[src/shared/cers_map.svh]
// Constants for the rotate, subtract and skip execution block
`ifndef CERS_MAP_SVH
`define CERS_MAP_SVH

// ----------------------------------------------------------------
// Byte layout
// ----------------------------------------------------------------
`define CERS_BYTE_ONES 8'hff
`define CERS_BYTE_ZERO 8'h00
`define CERS_BYTE_ONE 8'h01
`define CERS_MSB 7
`define CERS_LSB 0
`define CERS_HALF_MSB 3
`define CERS_HALF_LSB 4

// ----------------------------------------------------------------
// Reset values and the interrupt-enable set value
// ----------------------------------------------------------------
`define CERS_WREG_RESET 8'h00
`define CERS_FLAGS_RESET 4'h0
`define CERS_MIE_RESET 1'b0
`define CERS_MIE_SET 1'b1

// ----------------------------------------------------------------
// Timing
// ----------------------------------------------------------------
`define CERS_SKIP_CYCLES 2
`define CERS_PC_W_MAX 16

`endif

[src/shared/cers_pkg.sv]
// Types shared by the rotate, subtract and skip execution block
package cers_pkg;

  // ----------------------------------------------------------------
  // Operations handed over by the sequencer
  // ----------------------------------------------------------------
  typedef enum logic [4:0] {
    op_none,
    op_return_with_immediate,
    op_return_from_irq,
    op_rotate_left,
    op_rotate_left_to_wreg,
    op_rotate_left_thru_carry,
    op_rotate_left_thru_carry_wreg,
    op_rotate_right,
    op_rotate_right_to_wreg,
    op_rotate_right_thru_carry,
    op_rotate_right_thru_carry_wreg,
    op_subtract_with_borrow,
    op_subtract_with_borrow_to_mem,
    op_subtract_mem,
    op_subtract_to_mem,
    op_subtract_imm,
    op_decrement_skip_zero,
    op_decrement_skip_zero_wreg,
    op_increment_skip_zero,
    op_increment_skip_zero_wreg,
    op_set_byte,
    op_set_bit,
    op_bit_test_skip_nonzero,
    op_swap_nibbles
  } cers_op_t;

  // Status flags, also used as an update mask
  typedef struct packed {
    logic overflow_flag;
    logic zero_flag;
    logic half_carry_flag;
    logic carry_flag;
  } cers_flags_t;

  // One instruction request
  typedef struct packed {
    logic valid;
    cers_op_t op;
    logic [7:0] mem_data;
    logic [7:0] imm;
    logic [2:0] bit_sel;
  } cers_req_t;

  // Dummy-cycle sequencer states
  typedef enum logic {
    cers_skip_idle,
    cers_skip_dummy
  } cers_skip_state_t;

endpackage

[src/rtl/cers_skip.sv]
// Dummy-cycle sequencer for conditional-skip instructions
`include "cers_map.svh"

module cers_skip
  import cers_pkg::*;
(
  input wire logic core_clk_in,
  input wire logic rst_in,
  input wire logic start_in,
  input wire logic take_in,
  output logic ready_out,
  output logic skip_out,
  output logic dummy_out
);

  cers_skip_state_t state;

  // ----------------------------------------------------------------
  // Two-cycle sequence
  // ----------------------------------------------------------------
  // Second cycle is always spent, taken or not, so timing stays fixed
  always_ff @(posedge core_clk_in) begin
    if (rst_in) begin
      state <= cers_skip_idle;
      ready_out <= 1'b1;
      skip_out <= 1'b0;
      dummy_out <= 1'b0;
    end else begin
      unique case (state)
        cers_skip_idle: begin
          if (start_in) begin
            state <= cers_skip_dummy;
            ready_out <= 1'b0;
            skip_out <= take_in;
            dummy_out <= 1'b1;
          end
        end
        cers_skip_dummy: begin
          state <= cers_skip_idle;
          ready_out <= 1'b1;
          skip_out <= 1'b0;
          dummy_out <= 1'b0;
        end
      endcase
    end
  end

endmodule

[src/rtl/cers_ret.sv]
// Return handling: stack pop, resume address and interrupt enable
`include "cers_map.svh"

module cers_ret
  import cers_pkg::*;
#(
  parameter int PC_W = 13
)
(
  input wire logic core_clk_in,
  input wire logic rst_in,
  input wire logic start_in,
  input wire logic from_irq_in,
  input wire logic irq_pending_in,
  input wire logic irq_entry_in,
  input wire logic [PC_W-1:0] stack_top_in,
  output logic stack_pop_out,
  output logic pc_load_out,
  output logic [PC_W-1:0] pc_out,
  output logic irq_service_out,
  output logic master_irq_enable_out
);

  // ----------------------------------------------------------------
  // Pop and resume
  // ----------------------------------------------------------------
  always_ff @(posedge core_clk_in) begin
    if (rst_in) begin
      stack_pop_out <= 1'b0;
      pc_load_out <= 1'b0;
      pc_out <= '0;
      irq_service_out <= 1'b0;
    end else begin
      stack_pop_out <= start_in;
      pc_load_out <= start_in;
      if (start_in) begin
        pc_out <= stack_top_in;
      end
      // Pending request goes first; pc_out is then its return address
      irq_service_out <= start_in && from_irq_in && irq_pending_in;
    end
  end

  // ----------------------------------------------------------------
  // Master enable: a return from interrupt sets it, interrupt entry clears it
  // ----------------------------------------------------------------
  // Set wins over a clear in the same cycle
  always_ff @(posedge core_clk_in) begin
    if (rst_in) begin
      master_irq_enable_out <= `CERS_MIE_RESET;
    end else if (start_in && from_irq_in) begin
      master_irq_enable_out <= `CERS_MIE_SET;
    end else if (irq_entry_in) begin
      master_irq_enable_out <= 1'b0;
    end
  end

endmodule

[src/rtl/cers_exec.sv]
// Execution block for returns, rotates, subtracts, skips, bit set and swap
`include "cers_map.svh"

module cers_exec
  import cers_pkg::*;
#(
  parameter int PC_W = 13
)
(
  input wire logic core_clk_in,
  input wire logic rst_in,
  input wire cers_req_t exec_in,
  input wire logic [PC_W-1:0] stack_top_in,
  input wire logic irq_pending_in,
  input wire logic irq_entry_in,
  output logic ready_out,
  output logic [7:0] wreg_out,
  output cers_flags_t flags_out,
  output logic master_irq_enable_out,
  output logic mem_we_out,
  output logic [7:0] mem_wdata_out,
  output logic pc_load_out,
  output logic [PC_W-1:0] pc_out,
  output logic stack_pop_out,
  output logic irq_service_out,
  output logic skip_out,
  output logic dummy_out
);

  // ----------------------------------------------------------------
  // Parameter check
  // ----------------------------------------------------------------
  // Stack width caps PC_W
  if (PC_W < 1 || PC_W > `CERS_PC_W_MAX) begin : g_bad_pc_w
    $error("cers_exec: PC_W out of range");
  end

  // ----------------------------------------------------------------
  // Arithmetic helpers
  // ----------------------------------------------------------------
  // Left rotate; the incoming bit is the wrapped msb or the carry
  function automatic logic [7:0] rot_left(input logic [7:0] v, input logic in_bit);
    rot_left = {v[`CERS_MSB-1:`CERS_LSB], in_bit};
  endfunction

  // Right rotate; the incoming bit is the wrapped lsb or the carry
  function automatic logic [7:0] rot_right(input logic [7:0] v, input logic in_bit);
    rot_right = {in_bit, v[`CERS_MSB:`CERS_LSB+1]};
  endfunction

  // Subtract a minus b minus borrow, returning result and flags
  function automatic logic [11:0] sub_flags(input logic [7:0] a, input logic [7:0] b,
                                           input logic borrow);
    logic [8:0] full;
    logic [4:0] low;
    cers_flags_t f;
    // Bit 8 is the borrow
    full = {1'b0, a} - {1'b0, b} - {8'h00, borrow};
    // Bit 4 is the nibble borrow
    low = {1'b0, a[`CERS_HALF_MSB:0]} - {1'b0, b[`CERS_HALF_MSB:0]} - {4'h0, borrow};
    // Carry and half-carry are borrows inverted
    f.carry_flag = ~full[8];
    f.half_carry_flag = ~low[4];
    f.zero_flag = (full[7:0] == `CERS_BYTE_ZERO);
    f.overflow_flag = (a[`CERS_MSB] ^ b[`CERS_MSB]) & (a[`CERS_MSB] ^ full[`CERS_MSB]);
    sub_flags = {f, full[7:0]};
  endfunction

  // One-hot mask for a bit position
  function automatic logic [7:0] bit_mask(input logic [2:0] sel);
    bit_mask = `CERS_BYTE_ONE << sel;
  endfunction

  // ----------------------------------------------------------------
  // Request acceptance and operation classes
  // ----------------------------------------------------------------
  logic accept;
  logic is_ret;
  logic is_return_from_irq;
  logic is_skip;
  logic skip_ready;

  // A request is only taken while no dummy cycle is running
  assign accept = exec_in.valid && skip_ready;
  // Both returns share one pop unit
  assign is_return_from_irq = (exec_in.op == op_return_from_irq);
  assign is_ret = is_return_from_irq || (exec_in.op == op_return_with_immediate);

  // ----------------------------------------------------------------
  // Datapath decode
  // ----------------------------------------------------------------
  // Settled within the accept cycle
  logic [7:0] next_result;
  logic wr_mem;
  logic wr_wreg;
  logic take_skip;
  cers_flags_t next_flags;
  cers_flags_t flag_upd;
  logic [11:0] sub_res;
  logic [7:0] sub_rhs;
  logic sub_borrow;

  // Subtractor operand choice; borrow is the inverted carry for the carry forms
  always_comb begin
    sub_rhs = exec_in.mem_data;
    sub_borrow = 1'b0;
    unique case (exec_in.op)
      // Borrow is inverted carry
      op_subtract_with_borrow, op_subtract_with_borrow_to_mem: begin
        sub_borrow = ~flags_out.carry_flag;
      end
      // Immediate operand
      op_subtract_imm: begin
        sub_rhs = exec_in.imm;
      end
      // Memory, no borrow
      default: begin
        sub_borrow = 1'b0;
      end
    endcase
  end

  // One subtractor for all forms
  assign sub_res = sub_flags(wreg_out, sub_rhs, sub_borrow);

  // Result, destination, flag mask and skip decision per operation
  always_comb begin
    // No write, no skip, flags kept
    next_result = exec_in.mem_data;
    wr_mem = 1'b0;
    wr_wreg = 1'b0;
    take_skip = 1'b0;
    is_skip = 1'b0;
    next_flags = flags_out;
    flag_upd = '0;
    unique case (exec_in.op)
      // Idle slot
      op_none: begin
        next_result = exec_in.mem_data;
      end
      // Immediate to wreg
      op_return_with_immediate: begin
        next_result = exec_in.imm;
        wr_wreg = 1'b1;
      end
      // Pop only, no data
      op_return_from_irq: begin
        next_result = exec_in.mem_data;
      end
      // Rotate into memory
      op_rotate_left: begin
        next_result = rot_left(exec_in.mem_data, exec_in.mem_data[`CERS_MSB]);
        wr_mem = 1'b1;
      end
      // Rotate into wreg
      op_rotate_left_to_wreg: begin
        next_result = rot_left(exec_in.mem_data, exec_in.mem_data[`CERS_MSB]);
        wr_wreg = 1'b1;
      end
      // Old carry enters bit 0
      op_rotate_left_thru_carry, op_rotate_left_thru_carry_wreg: begin
        next_result = rot_left(exec_in.mem_data, flags_out.carry_flag);
        next_flags.carry_flag = exec_in.mem_data[`CERS_MSB];
        flag_upd.carry_flag = 1'b1;
        wr_mem = (exec_in.op == op_rotate_left_thru_carry);
        wr_wreg = (exec_in.op == op_rotate_left_thru_carry_wreg);
      end
      // Rotate into memory
      op_rotate_right: begin
        next_result = rot_right(exec_in.mem_data, exec_in.mem_data[`CERS_LSB]);
        wr_mem = 1'b1;
      end
      // Rotate into wreg
      op_rotate_right_to_wreg: begin
        next_result = rot_right(exec_in.mem_data, exec_in.mem_data[`CERS_LSB]);
        wr_wreg = 1'b1;
      end
      // Old carry enters bit 7
      op_rotate_right_thru_carry, op_rotate_right_thru_carry_wreg: begin
        next_result = rot_right(exec_in.mem_data, flags_out.carry_flag);
        next_flags.carry_flag = exec_in.mem_data[`CERS_LSB];
        flag_upd.carry_flag = 1'b1;
        wr_mem = (exec_in.op == op_rotate_right_thru_carry);
        wr_wreg = (exec_in.op == op_rotate_right_thru_carry_wreg);
      end
      // Result to wreg
      op_subtract_with_borrow, op_subtract_mem, op_subtract_imm: begin
        next_result = sub_res[7:0];
        next_flags = cers_flags_t'(sub_res[11:8]);
        flag_upd = '1;
        wr_wreg = 1'b1;
      end
      // Result to memory
      op_subtract_with_borrow_to_mem, op_subtract_to_mem: begin
        next_result = sub_res[7:0];
        next_flags = cers_flags_t'(sub_res[11:8]);
        flag_upd = '1;
        wr_mem = 1'b1;
      end
      // Wraps 00 to ff
      op_decrement_skip_zero, op_decrement_skip_zero_wreg: begin
        next_result = exec_in.mem_data - `CERS_BYTE_ONE;
        take_skip = (next_result == `CERS_BYTE_ZERO);
        is_skip = 1'b1;
        wr_mem = (exec_in.op == op_decrement_skip_zero);
        wr_wreg = (exec_in.op == op_decrement_skip_zero_wreg);
      end
      // Wraps ff to 00
      op_increment_skip_zero, op_increment_skip_zero_wreg: begin
        next_result = exec_in.mem_data + `CERS_BYTE_ONE;
        take_skip = (next_result == `CERS_BYTE_ZERO);
        is_skip = 1'b1;
        wr_mem = (exec_in.op == op_increment_skip_zero);
        wr_wreg = (exec_in.op == op_increment_skip_zero_wreg);
      end
      // All ones
      op_set_byte: begin
        next_result = `CERS_BYTE_ONES;
        wr_mem = 1'b1;
      end
      // Other bits kept
      op_set_bit: begin
        next_result = exec_in.mem_data | bit_mask(exec_in.bit_sel);
        wr_mem = 1'b1;
      end
      // No write
      op_bit_test_skip_nonzero: begin
        take_skip = |(exec_in.mem_data & bit_mask(exec_in.bit_sel));
        is_skip = 1'b1;
      end
      // Halves exchanged
      op_swap_nibbles: begin
        next_result = {exec_in.mem_data[`CERS_HALF_MSB:`CERS_LSB],
                       exec_in.mem_data[`CERS_MSB:`CERS_HALF_LSB]};
        wr_mem = 1'b1;
      end
      // Unused codes
      default: begin
        next_result = exec_in.mem_data;
      end
    endcase
  end

  // ----------------------------------------------------------------
  // Working register
  // ----------------------------------------------------------------
  // Memory-destination forms never touch it
  always_ff @(posedge core_clk_in) begin
    if (rst_in) begin
      wreg_out <= `CERS_WREG_RESET;
    end else if (accept && wr_wreg) begin
      wreg_out <= next_result;
    end
  end

  // ----------------------------------------------------------------
  // Status flags
  // ----------------------------------------------------------------
  // Per-flag mask, so rotates through carry move only carry; plain rotates and returns move none
  // Refused cycles keep the flags
  always_ff @(posedge core_clk_in) begin
    if (rst_in) begin
      flags_out <= `CERS_FLAGS_RESET;
    end else if (accept) begin
      flags_out <= (next_flags & flag_upd) | (flags_out & ~flag_upd);
    end
  end

  // ----------------------------------------------------------------
  // Memory write-back
  // ----------------------------------------------------------------
  // Strobe lasts one cycle; data holds until the next write
  // Saves a mux at the memory side
  always_ff @(posedge core_clk_in) begin
    if (rst_in) begin
      mem_we_out <= 1'b0;
      mem_wdata_out <= `CERS_BYTE_ZERO;
    end else begin
      mem_we_out <= accept && wr_mem;
      if (accept && wr_mem) begin
        mem_wdata_out <= next_result;
      end
    end
  end

  // ----------------------------------------------------------------
  // Skip sequencing
  // ----------------------------------------------------------------
  // Blocks the next request a cycle
  cers_skip u_skip (
    .core_clk_in(core_clk_in),
    .rst_in(rst_in),
    .start_in(accept && is_skip),
    .take_in(take_skip),
    .ready_out(skip_ready),
    .skip_out(skip_out),
    .dummy_out(dummy_out)
  );

  // Ready is the sequencer's own flop, passed straight out
  assign ready_out = skip_ready;

  // ----------------------------------------------------------------
  // Returns
  // ----------------------------------------------------------------
  // Returns take effect next cycle
  cers_ret #(
    .PC_W(PC_W)
  ) u_ret (
    .core_clk_in(core_clk_in),
    .rst_in(rst_in),
    .start_in(accept && is_ret),
    .from_irq_in(is_return_from_irq),
    .irq_pending_in(irq_pending_in),
    .irq_entry_in(irq_entry_in),
    .stack_top_in(stack_top_in),
    .stack_pop_out(stack_pop_out),
    .pc_load_out(pc_load_out),
    .pc_out(pc_out),
    .irq_service_out(irq_service_out),
    .master_irq_enable_out(master_irq_enable_out)
  );

endmodule

[config.mk]
export PLATFORM = sky130hd
export DESIGN_NAME = cers_exec
export DESIGN_NICKNAME = d
export VERILOG_FILES = /design/src/shared/cers_pkg.sv /design/src/rtl/cers_skip.sv /design/src/rtl/cers_ret.sv /design/src/rtl/cers_exec.sv
export VERILOG_INCLUDE_DIRS = /design/src /design/src/shared
export SDC_FILE = /design/constraint.sdc
export NUM_CORES = 1
export LEC_CHECK = 0
export BUFFER_PORTS_ARGS = -buffer_cell sky130_fd_sc_hd__buf_2
export CAP_MARGIN = 10
export CELL_PAD_IN_SITES_DETAIL_PLACEMENT = 0
export CELL_PAD_IN_SITES_GLOBAL_PLACEMENT = 1
export CORE_MARGIN = 2
export CORE_UTILIZATION = 36
export CTS_CLUSTER_DIAMETER = 50
export CTS_CLUSTER_SIZE = 40
export DETAILED_ROUTE_END_ITERATION = 12
export HOLD_SLACK_MARGIN = 0.15
export PLACE_DENSITY = 0.74
export SYNTH_ARGS = -nofsm -noshare
export SYNTH_HDL_FRONTEND = slang
export SYNTH_SLANG_ARGS = --single-unit
[constraint.sdc]
create_clock -name core_clk_in -period 3.8 [get_ports core_clk_in]
set_clock_uncertainty 0.1 [all_clocks]
set_input_delay 0.19 -clock core_clk_in [delete_from_list [all_inputs] [get_ports core_clk_in]]
set_output_delay 0.19 -clock core_clk_in [all_outputs]
set_load 0.03 [all_outputs]
==> results_dict.tcl, run 1 <==
set metrics [dict create \
    status "completed" \
    antennaDiodeCount 0 \
    syn_area_um2 3590 \
    hold_class "input port to flop" \
    fin_tns_setup_ns 0 \
    wl_per_cell_um 17.6 \
    num_io_pins 83 \
    synth_edf_count 0 \
    crit_family "compound AO/OA/AOI/OAI gates" \
    period_share 0.881 \
    die_w_um 104 \
    ys_ff_latch 41 \
    setup_viol 0 \
    ys_types 77 \
    ir_drop_mv 0.181 \
    slowest_delay_ns 0.55 \
    crit_type "input port to flop" \
    fin_area_um2 4340 \
    relSlewSlack 0.432 \
    numPortBuffers 82 \
    crit_fanout 16 \
    grt_pass1_vias 3698 \
    worstPathArrival_ns 3.41 \
    synthArstFlopShare 0 \
    grt_usage 0.219 \
    reg2reg_slack_ns 0.45 \
    die_h_um 104 \
    ant_nets 0 \
    placed_area_um2 4070 \
    grt_antenna_before_repair 0 \
    final_common_cell "buf_2" \
    cp_slowest_cell "a2111oi_0" \
    synth_warnings 0 \
    maxSlewViolCount 0 \
    gp_congestion 0.957 \
    post-route-drc-count 0 \
    hold_violations 0 \
    cts_sinks 41 \
    end_kind "flop" \
    drive_gt1_frac 0.244 \
    leakagePower_uw 0.00181 \
    finalCriticalPeriod_ns 3.35 \
    grt_max_degree 43 \
    cts_buffer_depth 2 \
    ys_seq_area_frac 0.229 \
    dp_hpwl_mm 8.80 \
    final_cell_mix "82 x buf_2, 53 x nor2_1, 41 x dfxtp_1" \
    drtIter0Drc 292 \
    power.density_nw_per_um2 299 \
    detail_route.vias_per_cell 5.74 \
    fmax_ghz 0.299 \
    critPathMostFrequentCell "fa_1" \
    ys.flop_type "dfxtp_1" \
    synth_area_per_cell_um2 7.83 \
    critical_path_required_ns 3.86 \
    synthCells 458 \
    clk_pin_slew_ns 0.09 \
    ctsResizeCount 0 \
    grt_overflow_total 0 \
    drt_wl_total_mm 11.8 \
    final_core_util 0.447 \
    worst-path-buf-inv 3 \
    crit_chain "buf_2 -> buf_4 -> nand3_1 -> a211oi_1 -> fa_1 -> inv_1 -> fa_1 -> nand2b_1 -> a2111oi_0 -> nor3_1 -> xnor2_1 -> a2111oi_2 -> a211oi_2" \
    cts_tree "done" \
    finalNetCount 599 \
    clockRootBuffer "clkbuf_8" \
    cap_violations 0 \
    grt_pass1_wl_mm 19.3 \
    dieArea_um2 10800 \
    cts_made_buffers 5 \
    rsz0062_at_grt "false" \
    initial_core_util 0.369 \
    via_count 3860 \
    cts_max_level 2 \
    syn_nets 518 \
    worst_pin_slew_ns 0.845 \
    rows 36 \
    clk_latency_ns 0.30 \
    core_um2 9730 \
    critPathLaunchType "input port" \
    dr.pass1.iters 6 \
    syn_to_final_growth_pct 21.1 \
]
==> what timing repair did <==
item,CTS,global route
setup buffers,0,0
endpoints found under the setup margin,0,0
hold buffers,16,0
endpoints found under the hold margin,15,0
==> kinds of logic after synthesis <==
| group | after synthesis | share of synthesized area |
|---|---|---|
| multiplexers | 26 | 0.0823 |
| XOR/XNOR | 17 | 0.0415 |
| AND/OR/NAND/NOR | 172 | 0.253 |
| buffers and inverters | 69 | 0.0869 |
| adder cells (fa/ha/maj) | 18 | 0.0670 |
| AO/OA/AOI/OAI | 115 | 0.240 |
| flip-flops | 41 | 0.229 |
==> Yosys cell counts, types with 4 or more instances <==
cell type  number  share of area
a311oi_1        4         0.0098
mux2i_1        16          0.045
xor2_1          7          0.017
buf_4           4         0.0084
a211oi_2        4          0.014
nand3b_1        4         0.0084
nand2b_1       16          0.028
a22oi_1         4         0.0084
a31oi_1         8          0.014
nand2_1        25          0.026
inv_1          29          0.030
nand3_1        12          0.017
a21oi_1        19          0.027
nor4_1          5         0.0087
o21ai_1         4         0.0056
xnor2_1        10          0.024
a221o_1         4          0.011
a211oi_1       13          0.027
nor2_1         53          0.055
and3_1          5         0.0087
clkbuf_1       18          0.019
nor3_1         13          0.018
o22ai_1         6          0.010
dfxtp_1        41           0.23
ha_1           16          0.056
mux2_2          8          0.025
or3_1           5         0.0087
nand4_1        10          0.017
buf_2          12          0.017
o21ai_0         7         0.0098
==> worst min-delay path: cells and delay by family <==
kind            cells  cell delay (ns)
buf+inv             1             0.10
simple gates        1             0.06
compound gates      2             0.25
==> cell type report <==
class                      instances  area [µm²]
inverter                          32         120
fill                            1011        5390
timing repair buffer             111         668
sequential                        41         821
multi-input combinational        348        2450
clock inverter                     3        46.3
tap                              133         166
clock buffer                       5        68.8
==> path summary, 6_finish.rpt <==
| check | from | end | depth (start not counted) |
|---|---|---|---|
| setup reg to reg | flop | wreg_out[6] | 10 |
| hold reg to reg | u_skip.state | u_skip.state | 1 |
| hold / removal | exec_in[4] | wreg_out[1] | 4 |
| setup / recovery | exec_in[20] | wreg_out[6] | 13 |
==> registers in the layout (all words and copies together), names as in the netlist, named ones only <==
signal                       count
u_skip.state                     1
u_ret.irq_service_out            1
u_skip.dummy_out                 1
u_ret.stack_pop_out              1
u_ret.pc_out                    13
u_skip.skip_out                  1
wreg_out                         8
u_skip.ready_out                 1
mem_wdata_out                    8
u_ret.master_irq_enable_out      1
mem_we_out                       1
==> stage by stage <==
| step | total power [µW] | hold slack [ns] | setup WS (ns) | std cells |
|---|---|---|---|---|
| after floorplan | 790 | 0.236 | 0.114 | 458 |
| after global placement | 920 | 0.309 | 0.198 | 649 |
| after detailed placement | 924 | 0.323 | 0.149 | 649 |
| after CTS | 1300 | 0.260 | 0.451 | 673 |
| after global routing | 1370 | 0.333 | 0.0513 | 673 |
| final | 1300 | 0.276 | 0.451 | 673 |
==> power breakdown <==
group          switching [µW]  total (µW)  internal (µW)
Combinational             293         476            182
Clock                     168         364            197
Sequential               11.8         459            447
==> per-layer routing <==
layer	track usage	wire length (µm)	part of all wire	vias up
met5	0	0	0	-
met4	0.0840	397	0.034	0
met3	0.0346	857	0.072	29
met2	0.348	5420	0.46	187
met1	0.296	5160	0.44	1805
li1	-	-	-	1839
(Power assumes the default switching activity.)
==> run 2, diff against run 1 <==
Settings changed: REMOVE_ABC_BUFFERS set to 1, SYNTH_HIERARCHICAL set to 1.
==> run 2 against run 1 <==
Total power fell by 0.91%. Global-route usage rose by 0.68 points. Worst hold slack got worse by 0.0039 ns. Non-clock buffer count fell by 3. Clock-buffer cell count rose by 1. Final cell count fell by 0.15%. Clock power rose by 2%. Worst setup slack improved by 0.064 ns. Wire length rose by 2.9%. Via count fell by 2.5%. Core utilization fell by 0.19 points.
==> results_dict.tcl, run 2 <==
set metrics [dict create \
    cap_violations 0 \
    cts_made_buffers 5 \
    drive_gt1_frac 0.237 \
    final_cell_mix "82 x buf_2, 45 x nor2_1, 41 x dfxtp_1" \
    fin_tns_setup_ns 0 \
    hold_violations 0 \
    gp_congestion 0.997 \
    hold_end "u_skip/ready_out" \
    netlist.area_leader.share 0.230 \
    ys.flop_type "dfxtp_1" \
    relSlewSlack 0.432 \
    top_register "u_ret/pc_out" \
    worstPathArrival_ns 3.38 \
    synth_warnings 6 \
    clk_pin_slew_ns 0.08 \
    finalCriticalPeriod_ns 3.28 \
    seq_area_um2 821 \
    reg2reg_depth 9 \
    via_count 3763 \
    hold_class "input port to flop" \
    ys_ff_latch 41 \
    critical_path_required_ns 3.89 \
    cts_sinks 41 \
    cts_tree "done" \
    ir_drop_mv 0.178 \
    largest_register_ffs 13 \
    synthCells 458 \
    r2r_end "wreg_out[6]" \
    detail_route.vias_per_cell 5.60 \
    initial_core_util 0.369 \
    rows 36 \
    ys_types 78 \
    core_um2 9680 \
    antennaDiodeCount 0 \
    pre_cts_slack_ns 0.275 \
    hold_ws_ns 0.272 \
    die_h_um 104 \
    final_core_util 0.445 \
    dp_hpwl_mm 9.13 \
    numPortBuffers 82 \
    fin_ws_ns 0.515 \
    clk_latency_ns 0.30 \
    critPathLaunchType "input port" \
    grt_pass1_wl_mm 19.5 \
    fin_area_um2 4310 \
    grt_max_degree 33 \
    syn_to_final_growth_pct 20.6 \
    synth_edf_count 0 \
    drt_wl_total_mm 12.2 \
    ys_top_cells_by_count "45 x nor2_1, 41 x dfxtp_1, 31 x nand2_1" \
    synthArstFlopShare 0 \
    status "completed" \
    grt_pass1_vias 3603 \
    grt_antenna_before_repair 0 \
    fmax_ghz 0.304 \
    cts_buffer_depth 2 \
    drtIter0Drc 233 \
    top_regs "u_ret/pc_out x13, mem_wdata_out x8, wreg_out x8" \
    syn_area_um2 3570 \
    rsz0062_at_grt "false" \
    period_share 0.864 \
    yosysMostFrequentCell "nor2_1" \
    grt_usage 0.225 \
    ant_nets 0 \
    num_io_pins 83 \
    worst_pin_slew_ns 0.852 \
    leakagePower_uw 0.00183 \
    crit_type "input port to flop" \
    multi_input_area_um2 2440 \
    reg2reg_slack_ns 0.83 \
    ctsResizeCount 0 \
    setup_viol 0 \
    synth_area_leaders "dfxtp_1 23%, mux2i_1 6.7%, ha_1 5.6%" \
    cts_max_level 2 \
    worstHoldStart "exec_in[24]" \
    post-route-drc-count 0 \
    ys_seq_area_frac 0.230 \
    power.density_nw_per_um2 299 \
    holdPathStages 4 \
    wl_per_cell_um 18.1 \
    synth_area_per_cell_um2 7.79 \
    dr.pass1.iters 4 \
    finalNetCount 598 \
    grt_overflow_total 0 \
    dieArea_um2 10700 \
    clockRootBuffer "clkbuf_8" \
    die_w_um 104 \
    fillers 1034 \
    final_common_cell "buf_2" \
    end_kind "flop" \
    placed_area_um2 4040 \
    maxSlewViolCount 0 \
    yosys.area.top_type "dfxtp_1" \
    crit_fanout 7 \
]
-- run 2: cell types whose count changed after synthesis, moves of 6 or more --
| cell | previous run | this run |
|---|---|---|
| mux2i_1 | 16 | 24 |
| nor2_1 | 53 | 45 |
| a211oi_1 | 13 | 7 |
| nand2_1 | 25 | 31 |
| nand2b_1 | 16 | 10 |
| nor2b_1 | 3 | 9 |
| o21a_1 | 1 | 7 |
-- run 2: where the power goes --
group / internal (µW) / switching (µW)
Clock: 214 / 156
Combinational: 176 / 284
Sequential: 446 / 10.6
Total: 836 / 451
-- run 2: routing by layer --
metal,vias up,GRT usage,share of wire
met2,171,0.357,0.45
met3,33,0.0289,0.075
met5,-,0,0
met4,0,0.0830,0.034
met1,1748,0.314,0.44
li1,1811,-,-
-- run 2: layout make-up --
class                           count  share of cell area
Sequential cell                    41               0.191
Tap cell                          133              0.0387
Clock buffer                        6              0.0192
Inverter                           31              0.0270
Timing Repair Buffer              108               0.149
Clock inverter                      2             0.00872
Multi-Input combinational cell    351               0.566
-- run 2: logic make-up (layout without fill, tap and decap cells) --
logic type      count (synthesis)  after routing  share of synthesized area
xor+xnor                       19             19                     0.0487
simple gates                  167            167                      0.240
compound gates                115            115                      0.234
mux                            32             32                     0.0925
buf+inv                        66            147                     0.0869
fa+ha+maj                      18             18                     0.0673
flops                          41             41                      0.230
-- run 2: how the worst max path moves through the flow --
stage	from	endpoint	slack, ns
detailed placement	exec_in[19]	flop	0.28
global route	exec_in[19]	mem_wdata_out[6]	0.34
global placement	exec_in[19]	flop	0.39
finish	exec_in[19]	flop	0.52
floorplan	exec_in[19]	wreg_out[6]	0.60
CTS	exec_in[19]	wreg_out[6]	0.58
-- run 2: metrics by stage --
step	cells	total power, µW
floorplan	423	742
global placement	649	904
detailed placement	649	906
CTS	672	1290
global route	672	1360
finish	672	1290
-- run 2: repair_timing --
action,4_1_cts,5_1_grt
setup buffers,0,0
hold buffers,15,0
endpoints found under the hold margin,15,0
-- run 2: worst max-delay path: stages --
cell and delay, ns:
buf_2 0.12, nor2b_1 0.31, nand4_1 0.21, buf_4 0.22, mux2_2 0.29, ha_1 0.27, inv_1 0.04, ha_1 0.34
a21o_1 0.20, or3_1 0.31, o22a_1 0.19, xor2_1 0.27, xnor2_1 0.11, o41ai_1 0.31
